## config.mk

```make
export PLATFORM = sky130hd
export DESIGN_NAME = loc_conditioner
export DESIGN_NICKNAME = d
export VERILOG_FILES = /design/src/verilog/loc_pkg.sv /design/src/verilog/loc_conditioner.sv
export SDC_FILE = /design/constraint.sdc
export NUM_CORES = 1
export LEC_CHECK = 0
export BUFFER_PORTS_ARGS = -buffer_cell sky130_fd_sc_hd__buf_2
export CORE_MARGIN = 2
export CORE_UTILIZATION = 42
export DETAILED_ROUTE_END_ITERATION = 6
export GPL_TIMING_DRIVEN = 0
export PLACE_DENSITY_LB_ADDON = 0.05
export SYNTH_ARGS = -nofsm -noshare
export SYNTH_HDL_FRONTEND = slang
export SYNTH_SLANG_ARGS = --single-unit
```

## constraint.sdc

```tcl
create_clock -name CLK -period 6.4 [get_ports CLK]
set_clock_uncertainty 0.1 [all_clocks]
set_input_delay 1.28 -clock CLK [delete_from_list [all_inputs] [get_ports CLK]]
set_output_delay 1.28 -clock CLK [all_outputs]
set_load 0.02 [all_outputs]
```

## src/verilog/loc_pkg.sv

```systemverilog
package loc_pkg;
  localparam int unsigned CLK_HZ = 10000000;
  localparam int unsigned TICK_MS = 1;
  localparam int unsigned TICK_CYC = CLK_HZ / 1000 * TICK_MS;
  localparam logic [13:0] TICK_DIV_MAX = 14'(TICK_CYC - 1);
  localparam logic [15:0] ON_DELAY_MAX_MS = 16'hEA60;
  localparam logic [15:0] HOLD_MAX_MS = 16'h270F;
  localparam logic [15:0] ON_DELAY_RST = 16'h0000;
  localparam logic [15:0] HOLD_RST = 16'h0000;
  localparam logic POLARITY_RST = 1'b0;
  // register byte offsets
  localparam logic [11:0] OFS_C_SEL = 12'h000;
  localparam logic [11:0] OFS_C_DLY = 12'h004;
  localparam logic [11:0] OFS_C_HLD = 12'h008;
  localparam logic [11:0] OFS_C_POL = 12'h00C;
  localparam logic [11:0] OFS_D_SEL = 12'h010;
  localparam logic [11:0] OFS_D_DLY = 12'h014;
  localparam logic [11:0] OFS_D_HLD = 12'h018;
  localparam logic [11:0] OFS_D_POL = 12'h01C;
  localparam logic [11:0] OFS_STATUS = 12'h020;
  localparam int unsigned SEL_W = 5;
  localparam logic [4:0] SEL_NONE = 5'h00;
  localparam logic [4:0] SEL_NO_FAULT = 5'h01;
  localparam logic [4:0] SEL_OUT_CONT = 5'h02;
  localparam logic [4:0] SEL_DC_PRECH = 5'h03;
  localparam logic [4:0] SEL_LINE_CONT = 5'h04;
  localparam int unsigned NUM_COND = 32;
  typedef struct packed {
    logic [4:0] sel;
    logic [15:0] on_delay;
    logic [15:0] hold;
    logic active_low;
  } loc_cfg_t;
  localparam loc_cfg_t CFG_RST = '{SEL_NONE, ON_DELAY_RST, HOLD_RST, POLARITY_RST};
  typedef enum logic [3:0] {
    ST_OFF = 4'h1,
    ST_ON_WAIT = 4'h2,
    ST_ON = 4'h4,
    ST_HOLD_WAIT = 4'h8
  } loc_state_t;
endpackage

```

## src/verilog/loc_conditioner.sv

```systemverilog
// The register addresses and register access over APB were chosen for this implementation.
`timescale 1ns/1ps
module loc_conditioner
  import loc_pkg::*;
(
  input wire logic CLK,
  input wire logic RST_N,
  input wire logic CARD_FITTED,
  input wire logic [NUM_COND-1:0] COND_IN,
  input wire logic PSEL,
  input wire logic PENABLE,
  input wire logic PWRITE,
  input wire logic [11:0] PADDR,
  input wire logic [31:0] PWDATA,
  output logic [31:0] PRDATA,
  output logic PREADY,
  output logic PSLVERR,
  output logic COND_OUTPUT_C,
  output logic COND_OUTPUT_D
);
  // forced-zero / locked classes of assignment
  function automatic logic no_delay(input logic [4:0] s);
    return s == SEL_NO_FAULT || s == SEL_OUT_CONT || s == SEL_DC_PRECH || s == SEL_LINE_CONT;
  endfunction
  function automatic logic no_hold(input logic [4:0] s);
    return s == SEL_NO_FAULT || s == SEL_DC_PRECH || s == SEL_LINE_CONT;
  endfunction
  // polarity lock set happens to match the hold set, but is kept apart for clarity
  function automatic logic pol_locked(input logic [4:0] s);
    return s == SEL_NO_FAULT || s == SEL_DC_PRECH || s == SEL_LINE_CONT;
  endfunction
  function automatic logic [15:0] clamp(input logic [15:0] v, input logic [15:0] mx);
    return (v > mx) ? mx : v;
  endfunction

  logic rst_s1_r, rst_s2_r;
  wire rst_n_i = rst_s2_r;
  // reset release through two flops
  always_ff @(posedge CLK or negedge RST_N) begin
    if (!RST_N) begin
      rst_s1_r <= 1'b0;
      rst_s2_r <= 1'b0;
    end else begin
      rst_s1_r <= 1'b1;
      rst_s2_r <= rst_s1_r;
    end
  end

  // 1 ms tick enable
  logic [13:0] div_r;
  logic tick_r;
  always_ff @(posedge CLK or negedge rst_n_i) begin
    if (!rst_n_i) begin
      div_r <= 14'h0000;
      tick_r <= 1'b0;
    end else begin
      tick_r <= (div_r == TICK_DIV_MAX);
      div_r <= (div_r == TICK_DIV_MAX) ? 14'h0000 : div_r + 14'h0001;
    end
  end

  // apb phase decode; zero wait states, so the answer is always ready in the
  // first access cycle and a master never waits longer than that
  wire setup = PSEL && !PENABLE;
  wire wr = PSEL && PENABLE && PWRITE;
  wire rd_setup = setup && !PWRITE;

  // address decode: one aligned word per register, nothing above the status word
  wire [3:0] idx = PADDR[5:2];
  wire aligned = PADDR[1:0] == 2'b00;
  wire in_page = PADDR[11:6] == 6'h00;
  wire is_status = idx == OFS_STATUS[5:2];
  wire hit = aligned && in_page && idx <= OFS_STATUS[5:2];

  // the eight setting registers vanish with the card; status stays readable so
  // software can always find out whether the card is there
  wire card_reg = idx < OFS_STATUS[5:2];
  wire ok = hit && (!card_reg || CARD_FITTED);
  wire wr_ok = wr && ok;

  // settings of both channels, gathered here for the read mux
  loc_cfg_t cfg_q [2];
  wire [1:0] out_q;
  genvar g;
  generate
    for (g = 0; g < 2; g++) begin : ch
      // register index of this channel's selection word
      localparam logic [3:0] B = 4'(g * 4);
      loc_cfg_t cfg_r;
      wire [4:0] wsel = PWDATA[4:0];

      // per-field write strobes of this channel
      wire wr_sel = wr_ok && idx == B;
      wire wr_dly = wr_ok && idx == B + 4'h1;
      wire wr_hld = wr_ok && idx == B + 4'h2;
      wire wr_pol = wr_ok && idx == B + 4'h3;

      // a locking assignment refuses later writes to its forced fields; the
      // write is accepted on the bus but silently has no effect
      wire dly_free = !no_delay(cfg_r.sel);
      wire hld_free = !no_hold(cfg_r.sel);
      wire pol_free = !pol_locked(cfg_r.sel);

      // out-of-range values are clamped rather than refused, so a too-long
      // setting still gives the longest legal time
      wire [15:0] dly_wr = clamp(PWDATA[15:0], ON_DELAY_MAX_MS);
      wire [15:0] hld_wr = clamp(PWDATA[15:0], HOLD_MAX_MS);

      // setting registers; choosing a locking assignment zeroes what it forces
      always_ff @(posedge CLK or negedge rst_n_i) begin
        if (!rst_n_i) begin
          cfg_r <= CFG_RST;
        end else if (wr_sel) begin
          cfg_r.sel <= wsel;
          if (no_delay(wsel)) cfg_r.on_delay <= 16'h0000;
          if (no_hold(wsel)) cfg_r.hold <= 16'h0000;
          if (pol_locked(wsel)) cfg_r.active_low <= 1'b0;
        end else if (wr_dly && dly_free) begin
          cfg_r.on_delay <= dly_wr;
        end else if (wr_hld && hld_free) begin
          cfg_r.hold <= hld_wr;
        end else if (wr_pol && pol_free) begin
          cfg_r.active_low <= PWDATA[0];
        end
      end
      assign cfg_q[g] = cfg_r;

      // conditioned information: selection none never asserts, and without the
      // card the channel does not exist at all
      wire sel_used = cfg_r.sel != SEL_NONE;
      wire info = sel_used && COND_IN[cfg_r.sel] && CARD_FITTED;

      loc_state_t st_r, st_nxt;
      logic [15:0] cnt_r, cnt_nxt;

      // delay / hold sequencer; an early reversal drops the pending change.
      // the tick phase is free running, so each wait is short by up to one tick
      always_comb begin
        st_nxt = st_r;
        cnt_nxt = cnt_r;
        case (st_r)
          ST_OFF: begin
            if (info) begin
              st_nxt = (cfg_r.on_delay == 16'h0000) ? ST_ON : ST_ON_WAIT;
              cnt_nxt = cfg_r.on_delay;
            end
          end
          ST_ON_WAIT: begin
            if (!info) begin
              st_nxt = ST_OFF;
            end else if (tick_r) begin
              if (cnt_r <= 16'h0001) st_nxt = ST_ON;
              cnt_nxt = cnt_r - 16'h0001;
            end
          end
          ST_ON: begin
            if (!info) begin
              st_nxt = (cfg_r.hold == 16'h0000) ? ST_OFF : ST_HOLD_WAIT;
              cnt_nxt = cfg_r.hold;
            end
          end
          ST_HOLD_WAIT: begin
            if (info) begin
              st_nxt = ST_ON;
            end else if (tick_r) begin
              if (cnt_r <= 16'h0001) st_nxt = ST_OFF;
              cnt_nxt = cnt_r - 16'h0001;
            end
          end
          default: begin
            st_nxt = ST_OFF;
          end
        endcase
      end

      // the output counts as active through the hold time as well
      wire on = (st_r == ST_ON) || (st_r == ST_HOLD_WAIT);
      // polarity flips the pin level, card absence forces it low
      wire pin_lvl = CARD_FITTED && (on ^ cfg_r.active_low);
      logic out_r;

      // sequencer state and the pin flop; the pin comes straight from out_r
      always_ff @(posedge CLK or negedge rst_n_i) begin
        if (!rst_n_i) begin
          st_r <= ST_OFF;
          cnt_r <= 16'h0000;
          out_r <= 1'b0;
        end else begin
          st_r <= st_nxt;
          cnt_r <= cnt_nxt;
          out_r <= pin_lvl;
        end
      end
      assign out_q[g] = out_r;
    end
  endgenerate

  // read mux; status shows live output state and card presence
  wire [1:0] fld = idx[1:0];
  loc_cfg_t rc;
  assign rc = cfg_q[idx[2]];
  wire [31:0] stat_word = {29'h0, CARD_FITTED, out_q};
  wire [31:0] sel_word = {27'h0, rc.sel};
  wire [31:0] dly_word = {16'h0, rc.on_delay};
  wire [31:0] hld_word = {16'h0, rc.hold};
  wire [31:0] pol_word = {31'h0, rc.active_low};
  wire [31:0] cfg_word = fld == 2'h0 ? sel_word : fld == 2'h1 ? dly_word :
    fld == 2'h2 ? hld_word : pol_word;
  wire [31:0] rmux = is_status ? stat_word : cfg_word;
  // a refused read returns zero so nothing leaks from an absent card
  wire [31:0] rd_word = ok ? rmux : 32'h00000000;

  // bus answer flops; they are loaded in setup and stand for the access cycle
  always_ff @(posedge CLK or negedge rst_n_i) begin
    if (!rst_n_i) begin
      PRDATA <= 32'h00000000;
      PSLVERR <= 1'b0;
      PREADY <= 1'b0;
    end else begin
      PREADY <= setup;
      PSLVERR <= setup && !ok;
      if (rd_setup) PRDATA <= rd_word;
    end
  end

  // the pins come straight from the per-channel output flops
  assign COND_OUTPUT_C = out_q[0];
  assign COND_OUTPUT_D = out_q[1];
endmodule

```

==> impl_metrics.json <==
{
  "clock_tree.htree_level_count": 4,
  "status": "finished, final reports clean",
  "crit_buf_inv": 2,
  "global_route.overflow_total": 0,
  "asyncSetResetFlopFracSynth": 1.00,
  "drv_cap": 0,
  "source_to_sink_clock_delay_at_the_later_pin_of_the_worst_skew_pair_ns": 0.43,
  "final_max_slew_viol_count": 0,
  "detail_route.drc_violations": 0,
  "tritoncts_num_sinks": 153,
  "clk_transition_reported_paths_ns": 0.07,
  "cts_made_buffers": 17,
  "power_density_nw_per_um2": 215,
  "initialDrtViolationCount": 759,
  "antennaDiodeCount": 0,
  "layout_commonest_cell": "sky130_fd_sc_hd__dfrtp_1",
  "totalPowerFinal_mw": 2.26,
  "vias_per_cell": 6.04,
  "grt_first_pass_wirelength_mm": 44.5,
  "timing.hold.worst.class": "flip-flop to async pin",
  "detail_route.first_pass.iterations": 5,
  "dpl.hpwl_mm": 21.2,
  "synthesis.instances": 890,
  "floorplan.initialDensity": 0.428,
  "path_class": "input pin to flip-flop",
  "io_buffers": 79,
  "wire_per_inst_um": 21.7,
  "number_of_setup_violations_in_the_final_report": 0,
  "achievable-frequency_ghz": 0.255,
  "crit_path_max_fanout": 10,
  "leakagePower_nw": 4.71,
  "slowest_delay_ns": 0.78,
  "die_h_um": 151,
  "first_global_vias": 7652,
  "detailroute.via_count": 7818,
  "finalWeightedCongestion": 0.880,
  "crit_family": "compound AO/OA/AOI/OAI gates",
  "finalHoldWorstSlack_ns": 0.187,
  "yosysUniqueCellTypes": 77,
  "rsz0062_at_grt": "false",
  "worstMarginPinSlew_ns": 1.03,
  "floorplan.core_area_um2": 21100,
  "floorplan.io_pins": 118,
  "ys_ff_latch": 153,
  "crit_path_top_delay_cell": "sky130_fd_sc_hd__a211oi_1",
  "synthesis.yosys.warnings": 0,
  "timing.critical_path.cells": "buf_2 -> nor4_1 -> o2111ai_1 -> or2_2 -> a211oi_1 -> a21oi_1 -> clkbuf_1 -> a22o_1",
  "syn_to_final_growth_pct": 16.1,
  "finalNetCount": 1093,
  "synth.cell_area_um2": 9030,
  "finalCoreUtilization": 0.497,
  "vdd_ir_drop_max_mv": 0.167,
  "wirelength_mm": 28.1,
  "largest_net_degree_at_the_start_of_global_routing": 42,
  "slew_headroom": 0.307,
  "worstPathRequired_ns": 6.62,
  "post-cts-setup-buffer-count": 0,
  "die_width_um": 151,
  "tritoncts_clock_tree": "done",
  "clock_tree.buffer_depth": 2,
  "syn_area_per_cell_um2": 10.1,
  "register_area_share_after_synthesis": 0.424,
  "post_cts.resized_instances": 0,
  "synth_edf_count": 0,
  "final_period_minus_worst_setup_slack_ns": 3.92,
  "timing.final.crit_share": 0.612,
  "finalHoldViolCount": 0,
  "track_usage": 0.259,
  "final_antenna_net_count": 0,
  "worstSetupEndpointType": "flip-flop",
  "critical_path_startpoint_category": "input pin",
  "arrival_time_at_the_worst_endpoint_ns": 4.14,
  "layout-drive-gt1-share": 0.186,
  "fp-row-count": 53,
  "cts_hold_buf": 0,
  "cts_root_buf": "sky130_fd_sc_hd__clkbuf_16",
  "synthFlopType": "sky130_fd_sc_hd__dfrtp_1",
  "final_cell_mix": "150 x sky130_fd_sc_hd__dfrtp_1, 82 x sky130_fd_sc_hd__buf_2, 75 x sky130_fd_sc_hd__nor2_1",
  "layout.filler_cells": 1998,
  "design.die.area_um2": 22700,
  "antenna_found_initial": 0
}
[final timing paths]
| check | start | endpoint | depth (start not counted) | slack, ns |
|---|---|---|---|---|
| min in group CLK | rst_s1_r | rst_n_i | 0 | 0.25 |
| setup / recovery | PADDR[0] | cfg_q[25] | 8 | 2.48 |
| hold reg to reg | rst_n_i | ch[0].st_r[1] | 0 | 0.19 |
| hold / removal | rst_n_i | ch[0].st_r[1] | 0 | 0.19 |
| setup reg to reg | cfg_q[33] | ch[1].cnt_r[4] | 8 | 3.25 |
| max in group asynchronous | rst_n_i | ch[1].cnt_r[3] | 3 | 4.87 |
[through the flow]
stage / cells / instance area (µm²) / setup TNS (ns) / setup slack, ns
2_1_floorplan: 905 / 9080 / 0 / 1.72
3_3_place_gp: 1259 / 9820 / -55.19 / -0.383
3_5_place_dp: 1262 / 9900 / 0 / 2.14
4_1_cts: 1294 / 10500 / 0 / 2.55
5_1_grt: 1294 / 10500 / 0 / 2.28
6_report: 1294 / 10500 / 0 / 2.48
[routing by layer]
layer  up-vias  share of wire  global-route usage  wire length, µm
met1      3873           0.47               0.375            13200
met4         0          0.021              0.0785              601
met2       296           0.45               0.396            12600
li1       3617              -                   -                -
met5         -              0                   0                0
met3        32          0.064              0.0455             1810
[synthesized netlist by cell type, drive strengths merged, types with 6 or more instances]
| master | instances | area, µm² |
|---|---|---|
| a21oi | 15 | 86.3 |
| a221oi | 19 | 166 |
| a222oi | 8 | 80.1 |
| a22o | 49 | 429 |
| and2 | 8 | 52.6 |
| and3 | 6 | 38.8 |
| buf | 32 | 240 |
| clkbuf | 33 | 158 |
| dfrtp | 151 | 3780 |
| inv | 18 | 67.6 |
| mux2 | 16 | 206 |
| mux2i | 34 | 340 |
| mux4 | 19 | 473 |
| nand2 | 73 | 274 |
| nand2b | 12 | 75.1 |
| nand3 | 18 | 90.1 |
| nand4 | 8 | 50.1 |
| nor2 | 77 | 304 |
| nor2b | 13 | 81.3 |
| nor3 | 36 | 185 |
| nor4 | 22 | 138 |
| o21a | 6 | 45.0 |
| o21ai | 49 | 245 |
| o22ai | 27 | 169 |
| o2bb2ai | 22 | 193 |
| o31ai | 18 | 135 |
| or3 | 9 | 57.6 |
| xnor2 | 11 | 96.3 |
| xor2 | 12 | 105 |
[layout make-up]
cell class,instances,area (µm²),area share
inverter,18,67.6,0.00645
multi-input combinational,668,4760,0.454
clock buffer,18,439,0.0419
buffer,66,430,0.0411
tap,275,344,0.0328
clock inverter,14,138,0.0131
timing repair buffer,82,470,0.0449
sequential,153,3830,0.366
[kinds of logic after synthesis]
logic type,after synthesis,share of synthesized area
AND/OR/NAND/NOR,303,0.168
AO/OA/AOI/OAI,251,0.210
flip-flops,153,0.424
buffers and inverters,84,0.0552
multiplexers,69,0.113
XOR/XNOR,23,0.0223
adder cells (fa/ha/maj),5,0.00693
other,2,0.000832
[worst reg2reg max path, stage by stage (launching register included)]
cell and delay (ns):
sky130_fd_sc_hd__dfrtp_1 0.48, sky130_fd_sc_hd__buf_6 0.20, sky130_fd_sc_hd__mux4_1 0.58, sky130_fd_sc_hd__a22oi_1 0.17
sky130_fd_sc_hd__nand3_1 0.14, sky130_fd_sc_hd__a31oi_4 0.41, sky130_fd_sc_hd__mux2_4 0.38, sky130_fd_sc_hd__nor2_4 0.25
sky130_fd_sc_hd__mux2_4 0.33
[report_power, final]
| part | switching (mW) | internal, mW |
|---|---|---|
| Sequential | 0.0133 | 0.981 |
| Combinational | 0.156 | 0.101 |
| Clock | 0.447 | 0.556 |
[sequential cells by signal (all words and copies together), names as in the netlist]
signal         count
COND_OUTPUT_C      1
COND_OUTPUT_D      1
PRDATA            16
PREADY             1
PSLVERR            1
cfg_q             76
ch.cnt_r          32
ch.st_r            8
div_r             14
rst_n_i            1
rst_s1_r           1
tick_r             1
(Power assumes the default switching activity.)
